## src/ccu_pkg.sv

```systemverilog
// constants, field layouts and carrier types of the capture/compare channel
// assumes one 200 MHz clock shared by the channel and its timers
package ccu_pkg;
  localparam int DATA_W = 16;
  localparam int MODE_W = 4;
  localparam int PRESC_W = 4;

  // channel mode field encodings
  localparam logic [MODE_W-1:0] MODE_OFF = 4'h0;
  localparam logic [MODE_W-1:0] MODE_CMP_TOGGLE = 4'h2;
  localparam logic [MODE_W-1:0] MODE_CAP_FALL = 4'h4;
  localparam logic [MODE_W-1:0] MODE_CAP_RISE = 4'h5;
  localparam logic [MODE_W-1:0] MODE_CAP_DIV4 = 4'h6;
  localparam logic [MODE_W-1:0] MODE_CAP_DIV16 = 4'h7;
  localparam logic [MODE_W-1:0] MODE_CMP_HIGH = 4'h8;
  localparam logic [MODE_W-1:0] MODE_CMP_LOW = 4'h9;
  localparam logic [MODE_W-1:0] MODE_CMP_SWINT = 4'ha;
  localparam logic [MODE_W-1:0] MODE_CMP_SEVT = 4'hb;

  // capture modes share the upper two mode bits
  localparam logic [1:0] CAP_GROUP = 2'h1;

  // prescaler counter terminal and reset values
  localparam logic [1:0] DIV4_LAST = 2'h3;
  localparam logic [PRESC_W-1:0] DIV16_LAST = 4'hf;
  localparam logic [PRESC_W-1:0] PRESC_RST = 4'h0;

  localparam logic [DATA_W-1:0] DATA_RST = 16'h0000;
  localparam logic PIN_MAP_PORT_E = 1'b1;

  // prescaler select, taken from the low mode bits
  typedef enum logic [1:0] {
    PS_FALL = 2'h0,
    PS_RISE = 2'h1,
    PS_DIV4 = 2'h2,
    PS_DIV16 = 2'h3
  } ccu_presc_t;

  // one-hot mode family
  typedef enum logic [2:0] {
    FAM_OFF = 3'b001,
    FAM_CAPTURE = 3'b010,
    FAM_COMPARE = 3'b100
  } ccu_family_t;

  typedef struct packed {
    logic e_level;
    logic h_level;
  } ccu_pad_in_t;

  typedef struct packed {
    logic e_drive;
    logic e_oe_n;
    logic h_drive;
    logic h_oe_n;
  } ccu_pads_t;

  function automatic ccu_family_t mode_family(input logic [MODE_W-1:0] mode);
    if (mode[3:2] == CAP_GROUP)
      return FAM_CAPTURE;
    else if (mode == MODE_CMP_TOGGLE || mode[3:2] == 2'h2)
      return FAM_COMPARE;
    else
      return FAM_OFF;
  endfunction
endpackage

```

## src/ccu_pin_sync.sv

```systemverilog
// two-flop synchroniser for the channel's pad inputs
// assumes pads are asynchronous to the system clock
`timescale 1ns/1ps
module ccu_pin_sync #(
  parameter int WIDTH = 2
) (
  input wire logic clk_in,
  input wire logic srst_in,
  input wire logic [WIDTH-1:0] async_in,
  output logic [WIDTH-1:0] sync_out
);
  logic [WIDTH-1:0] meta;
  logic [WIDTH-1:0] stable;

  // first stage feeds only the second
  always_ff @(posedge clk_in)
  begin
    if (srst_in)
    begin
      meta <= '0;
      stable <= '0;
    end
    else
    begin
      meta <= async_in;
      stable <= meta;
    end
  end

  assign sync_out = stable;
endmodule

```

## src/ccu_prescaler.sv

```systemverilog
// edge detector and capture prescaler
// assumes level_in is already in the clock domain
`timescale 1ns/1ps
module ccu_prescaler (
  input wire logic clk_in,
  input wire logic srst_in,
  input wire logic enable_in,
  input wire logic level_in,
  input wire ccu_pkg::ccu_presc_t sel_in,
  output logic strobe_out
);
  import ccu_pkg::*;

  logic level_q;
  logic [PRESC_W-1:0] cnt;
  logic strobe;
  logic next_level_q;
  logic [PRESC_W-1:0] next_cnt;
  logic next_strobe;
  logic rise;
  logic fall;

  assign rise = level_in && !level_q;
  assign fall = !level_in && level_q;

  // counter runs on rising edges; a select change keeps the count
  always_comb
  begin
    next_level_q = level_in;
    next_cnt = cnt;
    next_strobe = 1'b0;
    if (!enable_in)
      next_cnt = PRESC_RST;
    else
    begin
      if (rise)
        next_cnt = cnt + 4'h1;
      case (sel_in)
        PS_FALL: next_strobe = fall;
        PS_RISE: next_strobe = rise;
        PS_DIV4: next_strobe = rise && (cnt[1:0] == DIV4_LAST);
        PS_DIV16: next_strobe = rise && (cnt == DIV16_LAST);
        default: next_strobe = 1'b0;
      endcase
    end
  end

  always_ff @(posedge clk_in)
  begin
    if (srst_in)
    begin
      level_q <= 1'b0;
      cnt <= PRESC_RST;
      strobe <= 1'b0;
    end
    else
    begin
      level_q <= next_level_q;
      cnt <= next_cnt;
      strobe <= next_strobe;
    end
  end

  assign strobe_out = strobe;
endmodule

```

## src/ccu_channel.sv

```systemverilog
// capture/compare channel: capture of a timer on pin edges, compare and pin action
// assumes timers and control inputs share REF_CLK_IN; pads are asynchronous
// Behaviour
// - pin-map bit 1 (default) uses port E pin, 0 uses port H pin
// - capture copies the full 16-bit selected timer into the data register
// - mode selects falling, rising, every 4th or every 16th rising edge
// - each capture sets the irq flag; only software clears it
// - a new capture overwrites the old value unconditionally
// - with pin as output in capture mode, port writes cause captures
// - prescaler clears when channel is off or not capturing
// - switching prescaler settings keeps the count, may raise interrupt
// - compare mode matches data register against selected timer continuously
// - match drives high, low, toggles or leaves pin; sets flag
// - mode zero forces compare latch low; port latch untouched
// - software-interrupt mode leaves pin, only raises the interrupt
// - mode 1011 pulses a special event trigger on match
// - special event resets the currently selected timer
// - special event never starts an analogue conversion
// - timers are only read, except for the special event reset, so several channels may share one
`timescale 1ns/1ps
module ccu_channel #(
  parameter bit PIN_MAPPABLE = 1'b1
) (
  input wire logic REF_CLK_IN,
  input wire logic SRST_IN,
  input wire logic PIN_MAP_SELECT_IN,
  input wire ccu_pkg::ccu_pad_in_t PAD_IN,
  input wire logic PIN_DIR_IN,
  input wire logic PORT_LATCH_IN,
  input wire logic [ccu_pkg::MODE_W-1:0] CHANNEL_MODE_IN,
  input wire logic DATA_WR_IN,
  input wire logic [ccu_pkg::DATA_W-1:0] DATA_WDATA_IN,
  input wire logic IRQ_FLAG_CLR_IN,
  input wire logic IRQ_ENABLE_IN,
  input wire logic TIMER_SEL_IN,
  input wire logic [ccu_pkg::DATA_W-1:0] TIMER_A_IN,
  input wire logic [ccu_pkg::DATA_W-1:0] TIMER_B_IN,
  output logic [ccu_pkg::DATA_W-1:0] DATA_OUT,
  output logic IRQ_FLAG_OUT,
  output logic IRQ_OUT,
  output logic SPECIAL_EVENT_OUT,
  output logic TIMER_A_RESET_OUT,
  output logic TIMER_B_RESET_OUT,
  output ccu_pkg::ccu_pads_t PAD_OUT
);
  import ccu_pkg::*;

  logic pin_map;
  logic next_pin_map;
  logic [1:0] pad_sync;
  logic cap_level;
  logic cap_strobe;
  ccu_family_t family;
  logic [DATA_W-1:0] tval;
  logic match;
  logic match_q;
  logic next_match_q;
  logic cmp_event;
  logic [DATA_W-1:0] data;
  logic [DATA_W-1:0] next_data;
  logic flag;
  logic next_flag;
  logic irq;
  logic next_irq;
  logic cmp_latch;
  logic next_cmp_latch;
  logic sevt;
  logic next_sevt;
  logic rst_a;
  logic next_rst_a;
  logic rst_b;
  logic next_rst_b;
  ccu_pads_t pads;
  ccu_pads_t next_pads;
  logic use_port_e;

  // strap caught on every clock while reset is held, kept afterwards
  always_comb
  begin
    next_pin_map = SRST_IN ? PIN_MAP_SELECT_IN : pin_map;
  end

  always_ff @(posedge REF_CLK_IN)
  begin
    pin_map <= next_pin_map;
  end

  // unmappable channels always sit on the port E pin
  assign use_port_e = !PIN_MAPPABLE || (pin_map == PIN_MAP_PORT_E);

  // pads are asynchronous, so both pass two flops first
  ccu_pin_sync #(
    .WIDTH(2)
  ) u_sync (
    .clk_in(REF_CLK_IN),
    .srst_in(SRST_IN),
    .async_in({PAD_IN.e_level, PAD_IN.h_level}),
    .sync_out(pad_sync)
  );

  // an output pin reflects the port latch, so a port write looks like an edge
  always_comb
  begin
    if (!PIN_DIR_IN)
      cap_level = PORT_LATCH_IN;
    else if (use_port_e)
      cap_level = pad_sync[1];
    else
      cap_level = pad_sync[0];
  end

  assign family = mode_family(CHANNEL_MODE_IN);

  // prescaler held clear outside capture mode
  ccu_prescaler u_presc (
    .clk_in(REF_CLK_IN),
    .srst_in(SRST_IN),
    .enable_in(family == FAM_CAPTURE),
    .level_in(cap_level),
    .sel_in(ccu_presc_t'(CHANNEL_MODE_IN[1:0])),
    .strobe_out(cap_strobe)
  );

  // timers are only read here, never owned
  assign tval = TIMER_SEL_IN ? TIMER_B_IN : TIMER_A_IN;

  // act once per match, not every cycle the timer rests on the value
  assign match = (family == FAM_COMPARE) && (tval == data);
  assign cmp_event = match && !match_q;

  // capture wins over a software write in the same cycle
  always_comb
  begin
    next_data = data;
    next_match_q = match;
    if (cap_strobe && family == FAM_CAPTURE)
      next_data = tval;
    else if (DATA_WR_IN)
      next_data = DATA_WDATA_IN;
  end

  // flag: hardware set beats the software clear
  always_comb
  begin
    next_flag = flag;
    if (IRQ_FLAG_CLR_IN)
      next_flag = 1'b0;
    if ((cap_strobe && family == FAM_CAPTURE) || cmp_event)
      next_flag = 1'b1;
    next_irq = next_flag && IRQ_ENABLE_IN;
  end

  // compare output latch and trigger pulses
  always_comb
  begin
    next_cmp_latch = cmp_latch;
    next_sevt = 1'b0;
    next_rst_a = 1'b0;
    next_rst_b = 1'b0;
    if (CHANNEL_MODE_IN == MODE_OFF)
      next_cmp_latch = 1'b0;
    else if (cmp_event)
    begin
      case (CHANNEL_MODE_IN)
        MODE_CMP_HIGH: next_cmp_latch = 1'b1;
        MODE_CMP_LOW: next_cmp_latch = 1'b0;
        MODE_CMP_TOGGLE: next_cmp_latch = !cmp_latch;
        MODE_CMP_SWINT: next_cmp_latch = cmp_latch;
        MODE_CMP_SEVT:
        begin
          // no conversion-start output exists at all
          next_sevt = 1'b1;
          next_rst_a = !TIMER_SEL_IN;
          next_rst_b = TIMER_SEL_IN;
        end
        default: next_cmp_latch = cmp_latch;
      endcase
    end
  end

  // pad drive: compare latch in compare family, port latch otherwise
  always_comb
  begin
    next_pads = '{e_drive: 1'b0, e_oe_n: 1'b1, h_drive: 1'b0, h_oe_n: 1'b1};
    if (use_port_e)
    begin
      next_pads.e_oe_n = PIN_DIR_IN;
      next_pads.e_drive = (family == FAM_COMPARE) ? next_cmp_latch : PORT_LATCH_IN;
    end
    else
    begin
      next_pads.h_oe_n = PIN_DIR_IN;
      next_pads.h_drive = (family == FAM_COMPARE) ? next_cmp_latch : PORT_LATCH_IN;
    end
  end

  always_ff @(posedge REF_CLK_IN)
  begin
    if (SRST_IN)
    begin
      data <= DATA_RST;
      match_q <= 1'b0;
      flag <= 1'b0;
      irq <= 1'b0;
      cmp_latch <= 1'b0;
      sevt <= 1'b0;
      rst_a <= 1'b0;
      rst_b <= 1'b0;
      pads <= '{e_drive: 1'b0, e_oe_n: 1'b1, h_drive: 1'b0, h_oe_n: 1'b1};
    end
    else
    begin
      data <= next_data;
      match_q <= next_match_q;
      flag <= next_flag;
      irq <= next_irq;
      cmp_latch <= next_cmp_latch;
      sevt <= next_sevt;
      rst_a <= next_rst_a;
      rst_b <= next_rst_b;
      pads <= next_pads;
    end
  end

  assign DATA_OUT = data;
  assign IRQ_FLAG_OUT = flag;
  assign IRQ_OUT = irq;
  assign SPECIAL_EVENT_OUT = sevt;
  assign TIMER_A_RESET_OUT = rst_a;
  assign TIMER_B_RESET_OUT = rst_b;
  assign PAD_OUT = pads;
endmodule

```

## config.mk

```make
export PLATFORM = sky130hd
export DESIGN_NAME = ccu_channel
export DESIGN_NICKNAME = d
export VERILOG_FILES = /design/src/ccu_pkg.sv /design/src/ccu_pin_sync.sv /design/src/ccu_prescaler.sv /design/src/ccu_channel.sv
export SDC_FILE = /design/constraint.sdc
export NUM_CORES = 1
export LEC_CHECK = 0
export CAP_MARGIN = 40
export CORE_MARGIN = 5
export CORE_UTILIZATION = 40
export DETAILED_ROUTE_END_ITERATION = 7
export DONT_BUFFER_PORTS = 1
export GPL_ROUTABILITY_DRIVEN = 0
export PLACE_DENSITY = 0.5
export SYNTH_ARGS = -nofsm -noshare
export SYNTH_HDL_FRONTEND = slang
export SYNTH_SLANG_ARGS = --single-unit
```

## constraint.sdc

```tcl
create_clock -name REF_CLK_IN -period 5.8 [get_ports REF_CLK_IN]
set_clock_uncertainty 0.1 [all_clocks]
set_input_delay 0.87 -clock REF_CLK_IN [delete_from_list [all_inputs] [get_ports REF_CLK_IN]]
set_output_delay 0.87 -clock REF_CLK_IN [all_outputs]
set_load 0.01 [all_outputs]
```

==> results.cfg, run 1 <==
[cells_and_area]
multiInputGateArea_um2 = 1140
drive_gt1_share_pct = 18.5
final_util_pct = 45.0
diodes = 0
seq_area_um2 = 771
area_growth_pct = 8.44
nFillCells = 483
finalNetCount = 279

[logic_synthesis]
ys.flop_type = dfxtp_1
synth_edf_count = 1
synth_area_leaders = dfxtp_1 37%, mux2_2 10%, mux2i_1 9.1%
synthXorXnorAreaFrac_pct = 8.38
muxShareOfSynthArea_pct = 19.3
synth_common_cells = 37 x dfxtp_1, 21 x nand2_1, 21 x nor2_1
yosysMostFrequentCell = dfxtp_1
synth_top_family_by_area = simple AND/OR/NAND/NOR gates
synth_compound_area_share_pct = 8.88
yosys.area.top_type = dfxtp_1
synthCells = 219
synth_seq_cells = 38
synth.avg_cell_area_um2 = 9.07
synthAdderAreaFrac_pct = 0.630
synth_top_area_share_pct = 37.3
async_flop_share_pct = 0
syn_nets = 283
synthSimpleGateAreaFrac_pct = 20.4
ys_types = 36
yosys_warnings = 0
syn_area_um2 = 1990
synth_seq_area_share_pct = 38.8

[cts]
cts_made_buffers = 5
clk_latency_ns = 0.29
htreeDepth = 2
clockBufferDepth = 2
cts.repair.resized = 0
post-cts-setup-buffer-count = 0
postCtsHoldBufs = 0
cts_sinks = 38
cts_tree = done
root_buffer = clkbuf_8
clk_pin_slew_worst_paths_ns = 0.07

[worst_setup_path]
critPathMaxStageDelay_ns = 0.67
r2r_slack_ns = 3.42
criticalPathCategory = input pin to flip-flop
crit_start = TIMER_SEL_IN
path_cells = mux2i_1 > xor2_1 > nand4_1 > or4_1 > or4_1 > a221oi_1
r2r_cells = 5
cpMostUsedCell = or4_1
path_max_fanout = 18
r2r_start = DATA_OUT[0]
r2r-end = cmp_latch
start_kind = input pin
critical_path.endpoint = cmp_latch
cpMaxStageDelayCell = or4_1
crit_path_end_kind = flip-flop
critPathArrivalTime_ns = 2.89
cp_data_required_time_ns = 5.90

[place]
place_ws_ns = 2.67
hpwl_mm = 3.48
port_buffers = 0

[job]
drv_cap = 0

[die]
core_area_um2 = 4790
die_w_um = 80.5
io_pins = 88
die_y_um = 80.5
dieArea_um2 = 6470
initial_core_util_pct = 41.5
num_rows = 25

[timing]
totalNegativeSetupSlack_ns = 0
max_freq_ghz = 0.359
max-slew-margin-rel_pct = 66.9
finalHoldViolCount = 0
worst_slack_ns = 3.01
grt_setup_unrepaired = false
worst_slew_pin_slew_ns = 0.493
finalCritPeriodShare_pct = 48.1
finalSetupViolations = 0
finalMaxSlewViolations = 0
period_needed_ns = 2.79

[global_route]
grt_pass1_vias = 1462
globalRoute.totalOverflow = 0
grt_start_max_net_pins = 33
grt_pass1_wl_mm = 6.95
grtUsageTotal_pct = 14.1
antenna_found_initial = 0

[detailed_routing]
vias = 1518
initialDrtViolationCount = 42
wl_per_cell_um = 16.2
drc = 0
wl_mm = 4.58
dr.pass1.iters = 5
vias_per_cell = 5.36
ant_nets = 0

[status]
outcome = completed

[min_path]
hp-class = flip-flop to flip-flop

[power]
ir_worst_vdd_uv = 111
power_density_nw_per_um2 = 282
leakagePower_nw = 0.849
## layout make-up
type                    instances  share of cell area, %
flip-flops and latches         38                   35.8
multi-input cells             166                   53.1
clock inverters                 3                   3.20
well taps                      67                   3.89
repair buffers                  1                  0.349
clock buffers                   5                   3.20
inverters                       3                  0.523
## where the power goes
| part | internal, W | switching, W |
|---|---|---|
| clock | 0.000172 | 0.0000958 |
| combinational | 0.0000318 | 0.0000228 |
| sequential | 0.000273 | 0.0000128 |
| total | 0.000477 | 0.000131 |
## registers in the layout (all words and copies together) (netlist names), 2 cells and up
name / cells
u_sync.meta: 2
u_presc.cnt: 4
u_sync.sync_out: 2
DATA_OUT: 16
PAD_OUT: 4
## cells by family (layout without fill, tap and decap cells)
| logic type | Yosys count | count (layout) |
|---|---|---|
| AOI/OAI and AO/OA | 29 | 29 |
| xor gates and xnor gates | 19 | 19 |
| adders and majority gates | 1 | 1 |
| buffers and inverters | 15 | 12 |
| DFF | 38 | 38 |
| muxes | 36 | 36 |
| and+or+nand+nor | 81 | 81 |
## worst min path at each step
stage / depth (start not counted) / endpoint / startpoint
floorplan: 1 / u_sync.sync_out[0] / u_sync.meta[0]
global route: 1 / u_sync.sync_out[1] / u_sync.meta[1]
finish: 1 / u_sync.sync_out[1] / u_sync.meta[1]
global placement: 1 / u_sync.sync_out[1] / u_sync.meta[1]
CTS: 1 / u_sync.sync_out[1] / u_sync.meta[1]
detailed placement: 1 / u_sync.sync_out[0] / u_sync.meta[0]
## placed cells by master, fill, tap and decap left out, types with 2 or more instances in the layout
| cell type | count |
|---|---|
| a21boi_0 | 2 |
| a21oi_1 | 19 |
| bufinv_16 | 2 |
| clkbuf_8 | 5 |
| dfxtp_1 | 37 |
| inv_1 | 3 |
| mux2_2 | 18 |
| mux2i_1 | 18 |
| nand2_1 | 21 |
| nand3_1 | 2 |
| nand3b_1 | 2 |
| nand4_1 | 4 |
| nor2_1 | 21 |
| nor2b_1 | 5 |
| nor3_1 | 2 |
| nor4_1 | 3 |
| or2_2 | 13 |
| or3_1 | 2 |
| or4_1 | 3 |
| xnor2_1 | 6 |
| xor2_1 | 13 |
## metrics by stage
step | cells | cell area, um2 | power (W) | hold WS, ns
6_report | 283 | 2150 | 0.000608 | 0.342
5_1_grt | 283 | 2150 | 0.000636 | 0.358
4_1_cts | 283 | 2150 | 0.000617 | 0.348
3_5_place_dp | 275 | 2020 | 0.000347 | 0.326
3_3_place_gp | 275 | 2020 | 0.000345 | 0.325
2_1_floorplan | 219 | 1990 | 0.000345 | 0.314
## critical path, delay by kind of cell
kind | cells | cell delay, ns
and+or+nand+nor | 3 | 1.30
muxes | 1 | 0.25
xor gates and xnor gates | 1 | 0.18
AOI/OAI and AO/OA | 1 | 0.29
## per-layer routing
metal  routed length, um  share of wire [%]  GRT usage, %  up-vias
met3                 489                 11          5.38        7
met5                   0                  0             0        -
met1                1860                 41          17.1      698
met2                2180                 48          23.0       67
li1                    -                  -             -      746
met4                  45               0.98          4.05        0
Power figures use the tool's default switching activity.
==> run 2: changes to the inputs <==
--- a/config.mk
+++ b/config.mk
@@ -11,7 +11,7 @@
 export DETAILED_ROUTE_END_ITERATION = 7
 export DONT_BUFFER_PORTS = 1
 export GPL_ROUTABILITY_DRIVEN = 0
-export PLACE_DENSITY = 0.5
+export PLACE_DENSITY = 0.52
 export SYNTH_ARGS = -nofsm -noshare
 export SYNTH_HDL_FRONTEND = slang
 export SYNTH_SLANG_ARGS = --single-unit
==> constraint.sdc (replaced) <==
create_clock -name REF_CLK_IN -period 2.5 [get_ports REF_CLK_IN]
set_clock_uncertainty 0.1 [all_clocks]
set_input_delay 0.375 -clock REF_CLK_IN [delete_from_list [all_inputs] [get_ports REF_CLK_IN]]
set_output_delay 0.375 -clock REF_CLK_IN [all_outputs]
set_load 0.01 [all_outputs]
==> run 2 against run 1 <==
Effect of this change:
- utilization rose by 0.81 points
- clock power rose by 140%
- clock-buffer cell count rose by 1
- sequential share of layout area fell by 0.63 points
- setup slack got worse by 2.8 ns
- die area did not move
- global-route usage rose by 1.6 points
- final cell count rose by 1.1%
- critical endpoint is now PAD_OUT[3]
- largest cell class unchanged
- highest routed layer unchanged
==> results.cfg, run 2 (synthesis results as in run 1) <==
[status]
outcome = completed

[timing]
max_freq_ghz = 0.441
finalSetupViolations = 0
max-slew-margin-rel_pct = 71.7
finalCritPeriodShare_pct = 90.7
grt_setup_unrepaired = false
finalMaxSlewViolations = 0
totalNegativeSetupSlack_ns = 0
timing.hold.ws_ns = 0.0491
finalHoldViolCount = 0
period_needed_ns = 2.27
worst_slew_pin_slew_ns = 0.419

[global_route]
antenna_found_initial = 0
grt_pass1_vias = 1629
gr-usage-met3_pct = 5.94
grt_start_max_net_pins = 34
globalRoute.totalOverflow = 0
grt_pass1_wl_mm = 7.89
grt_use_met2_pct = 27.8
grtUsageTotal_pct = 15.7
met1_usage_pct = 17.5
busiest_layer = met2

[cts]
post-cts-setup-buffer-count = 0
clk_pin_slew_worst_paths_ns = 0.08
cts.repair.resized = 0
clk_latency_ns = 0.29
root_buffer = clkbuf_8
htreeDepth = 2
cts_sinks = 38
cts_made_buffers = 5
cts_tree = done
postCtsHoldBufs = 0
clockBufferDepth = 2

[place]
dpl.cell_count = 278
port_buffers = 0
hpwl_mm = 3.72
placed_area_um2 = 2050

[cells_and_area]
finalNetCount = 282
stdcell_count = 286
multiInputGateArea_um2 = 1150
drive_gt1_share_pct = 21.0
layout_commonest_cell = dfxtp_1
area_growth_pct = 10.4
diodes = 0
largest_reg_flops = 16
mostFrequentLayoutCells = 37 x dfxtp_1, 21 x nand2_1, 21 x nor2_1, 19 x a21oi_1, 18 x mux2_2
stdcell_area_um2 = 2190
seq_area_um2 = 771
nFillCells = 470

[worst_setup_path]
crit_path_end_kind = flip-flop
cp_data_required_time_ns = 2.61
criticalPathCategory = flip-flop to flip-flop
critPathArrivalTime_ns = 2.38
start_kind = flip-flop
path_max_fanout = 7

[detailed_routing]
initialDrtViolationCount = 75
drc = 0
wl_mm = 4.94
ant_nets = 0
dr.pass1.iters = 4
vias_per_cell = 5.43
vias = 1553
wl_per_cell_um = 17.3

[die]
dieArea_um2 = 6470
initial_core_util_pct = 41.5
die_y_um = 80.5
core_area_um2 = 4790
die_w_um = 80.5
num_rows = 25
io_pins = 88

[power]
power_density_nw_per_um2 = 658
total_power_w = 0.00144
ir_worst_vdd_uv = 312
leakagePower_nw = 0.858

[min_path]
hp-class = input pin to flip-flop

[job]
drv_cap = 0
-- run 2: cell type report --
class,instances,area share (%)
well taps,67,3.82
clock buffers,6,3.77
flip-flops and latches,38,35.2
multi-input cells,166,52.6
repair buffers,4,1.37
inverters,3,0.514
clock inverters,2,2.74
-- run 2: power by group --
part	leakage (nW)	internal, W	switching (W)
Combinational	0.474	0.0000763	0.0000529
Clock	0.0714	0.000426	0.000225
Sequential	0.313	0.000632	0.0000309
Total	0.858	0.00113	0.000308
-- run 2: worst paths after layout --
check	from	end	slack, ns	cells past startpoint
worst min register to register	u_sync.meta[0]	u_sync.sync_out[0]	0.34	1
worst max register to register	DATA_OUT[14]	PAD_OUT[3]	0.23	5
worst min-delay path	SRST_IN	DATA_OUT[9]	0.05	1
worst max-delay path	DATA_OUT[14]	PAD_OUT[3]	0.23	5
-- run 2: layer usage --
metal,up-vias,share of wire [%]
met1,725,41
met2,66,49
met4,0,0.73
li1,757,-
met5,-,0
met3,5,9.5
-- run 2: worst max-delay path: stages (launching register included) --
cell      delay (ns)
dfxtp_1         0.43
xor2_1          0.18
nand4_1         0.12
or4_1           0.65
or4_1           0.52
a21boi_0        0.19
-- run 2: through the flow --
step	util, %	setup slack (ns)
6_report	45.8	0.232
5_1_grt	45.8	0.0769
4_1_cts	45.8	0.203
3_5_place_dp	42.8	0.0443
3_3_place_gp	42.8	0.111
2_1_floorplan	-	0.0539
==> run 3: changes to the inputs <==
--- a/config.mk
+++ b/config.mk
@@ -11,7 +11,8 @@
 export DETAILED_ROUTE_END_ITERATION = 7
 export DONT_BUFFER_PORTS = 1
 export GPL_ROUTABILITY_DRIVEN = 0
-export PLACE_DENSITY = 0.52
+export GPL_TIMING_DRIVEN = 0
+export PLACE_DENSITY = 0.5
 export SYNTH_ARGS = -nofsm -noshare
 export SYNTH_HDL_FRONTEND = slang
 export SYNTH_SLANG_ARGS = --single-unit
==> constraint.sdc (replaced) <==
create_clock -name REF_CLK_IN -period 2.2 [get_ports REF_CLK_IN]
set_clock_uncertainty 0.1 [all_clocks]
set_input_delay 0.33 -clock REF_CLK_IN [delete_from_list [all_inputs] [get_ports REF_CLK_IN]]
set_output_delay 0.33 -clock REF_CLK_IN [all_outputs]
set_load 0.01 [all_outputs]
==> run 3 against run 2 <==
Effect of this change:
- hold slack worse by 0.017 ns
- register-to-register slack worse by 0.21 ns
- global-route usage is 0.38 points higher
- critical path type is now input pin to flip-flop
- combinational power is 67% higher
- clock power is 9.8% higher
- largest cell class unchanged
- first-iteration DRC count is 15% higher
- non-clock buffer count is 13 higher
==> results.cfg, run 3 (synthesis results as in run 1) <==
[worst_setup_path]
path_cells = buf_16 > mux2i_4 > xor2_1 > nand4_1 > or4_1 > clkbuf_8 > or4_4 > a221oi_2
critPathArrivalTime_ns = 2.31
criticalPathCategory = input pin to flip-flop
crit_family = simple AND/OR/NAND/NOR gates
crit_path_end_kind = flip-flop
critPathMaxStageDelay_ns = 0.53
cpMaxStageDelayCell = or4_1
path_max_fanout = 7
cp_data_required_time_ns = 2.32
crit_buf_inv = 2
start_kind = input pin

[die]
io_pins = 88
num_rows = 25
die_w_um = 80.5
die_y_um = 80.5
initial_core_util_pct = 41.5
dieArea_um2 = 6470
core_area_um2 = 4790

[cts]
cts_sinks = 38
clk_pin_slew_worst_paths_ns = 0.08
clk_latency_ns = 0.29
cts_made_buffers = 5
cts_tree = done
root_buffer = clkbuf_8
postCtsHoldBufs = 0
htreeDepth = 2
clockBufferDepth = 2

[detailed_routing]
wl_per_cell_um = 17.9
initialDrtViolationCount = 86
ant_nets = 0
vias = 1631
dr.pass1.iters = 5
drc = 0
wl_mm = 5.34
vias_per_cell = 5.45

[job]
drv_cap = 0

[cells_and_area]
nFillCells = 472
seq_area_um2 = 781
drive_gt1_share_pct = 31.9
layout_commonest_cell = dfxtp_1
mostFrequentLayoutCells = 29 x dfxtp_1, 21 x nand2_1, 21 x nor2_1, 18 x mux2_2, 18 x a21oi_1
multiInputGateArea_um2 = 1260
largest_reg_flops = 16
stdcell_count = 299
area_growth_pct = 22.1
finalNetCount = 295
diodes = 0

[power]
power_density_nw_per_um2 = 695
ir_worst_vdd_uv = 374
leakagePower_nw = 0.908
total_power_w = 0.00169

[timing]
timing.hold.ws_ns = 0.0318
finalCritPeriodShare_pct = 99.8
grt_setup_unrepaired = true
max-slew-margin-rel_pct = 58.1
finalHoldViolCount = 0
finalSetupViolations = 0
worst_slew_pin_slew_ns = 0.628
worst_slack_ns = 0.00543
period_needed_ns = 2.19
max_freq_ghz = 0.456
finalMaxSlewViolations = 0

[global_route]
antenna_found_initial = 0
grtUsageTotal_pct = 16.1
grt_pass1_wl_mm = 7.96
grt_pass1_vias = 1705
grt_start_max_net_pins = 14
globalRoute.totalOverflow = 0

[status]
outcome = completed

[place]
hpwl_mm = 3.84
dpl.cell_count = 286
port_buffers = 0
place_ws_ns = -0.541

[min_path]
hp-class = input pin to flip-flop
run 3: report_power, final:
| group | internal [W] | switching [W] | leakage, nW |
|---|---|---|---|
| combinational | 0.000118 | 0.0000973 | 0.524 |
| clock | 0.000454 | 0.000260 | 0.0683 |
| sequential | 0.000721 | 0.0000352 | 0.316 |
| total | 0.00129 | 0.000393 | 0.908 |
run 3: metrics by stage:
step                      util [%]  TNS, ns  area, um2
final                         50.7        0       2420
after global routing          50.7   -0.113       2420
after CTS                     49.0  -0.0102       2350
after detailed placement      43.8    -2.86       2100
after global placement        43.8    -2.43       2100
after floorplan                  -   -0.511       2010
run 3: worst paths after layout:
| kind | start | to | slack, ns | cells past startpoint |
|---|---|---|---|---|
| setup / recovery | TIMER_SEL_IN | cmp_latch | 0.005 | 8 |
| hold reg to reg | u_sync.meta[0] | u_sync.sync_out[0] | 0.34 | 1 |
| setup reg to reg | DATA_OUT[11] | cmp_latch | 0.02 | 6 |
| hold / removal | PIN_MAP_SELECT_IN | pin_map | 0.03 | 0 |
run 3: layer usage:
metal | wire length (um) | global-route usage, % | part of all wire (%) | vias to the layer above
met5 | 0 | 0 | 0 | -
met2 | 2440 | 26.4 | 46 | 84
met4 | 65 | 4.73 | 1.2 | 0
li1 | - | - | - | 780
met1 | 2250 | 18.6 | 42 | 761
met3 | 586 | 7.51 | 11 | 6
run 3: what timing repair did:
| item | in CTS | in global routing |
|---|---|---|
| gates resized for setup | 22 | 11 |
| setup endpoints to repair | 6 | 5 |
| buffers inserted | 4 | 0 |
| pin swaps | 5 | 2 |
| gates cloned | 0 | 1 |
run 3: layout make-up:
cell class | instances | area share [%]
multi-input combinational | 166 | 51.9
sequential | 38 | 32.2
buffer | 12 | 3.92
tap | 67 | 3.46
clock buffer | 5 | 2.84
clock inverter | 3 | 2.84
timing repair buffer | 5 | 2.43
inverter | 3 | 0.464
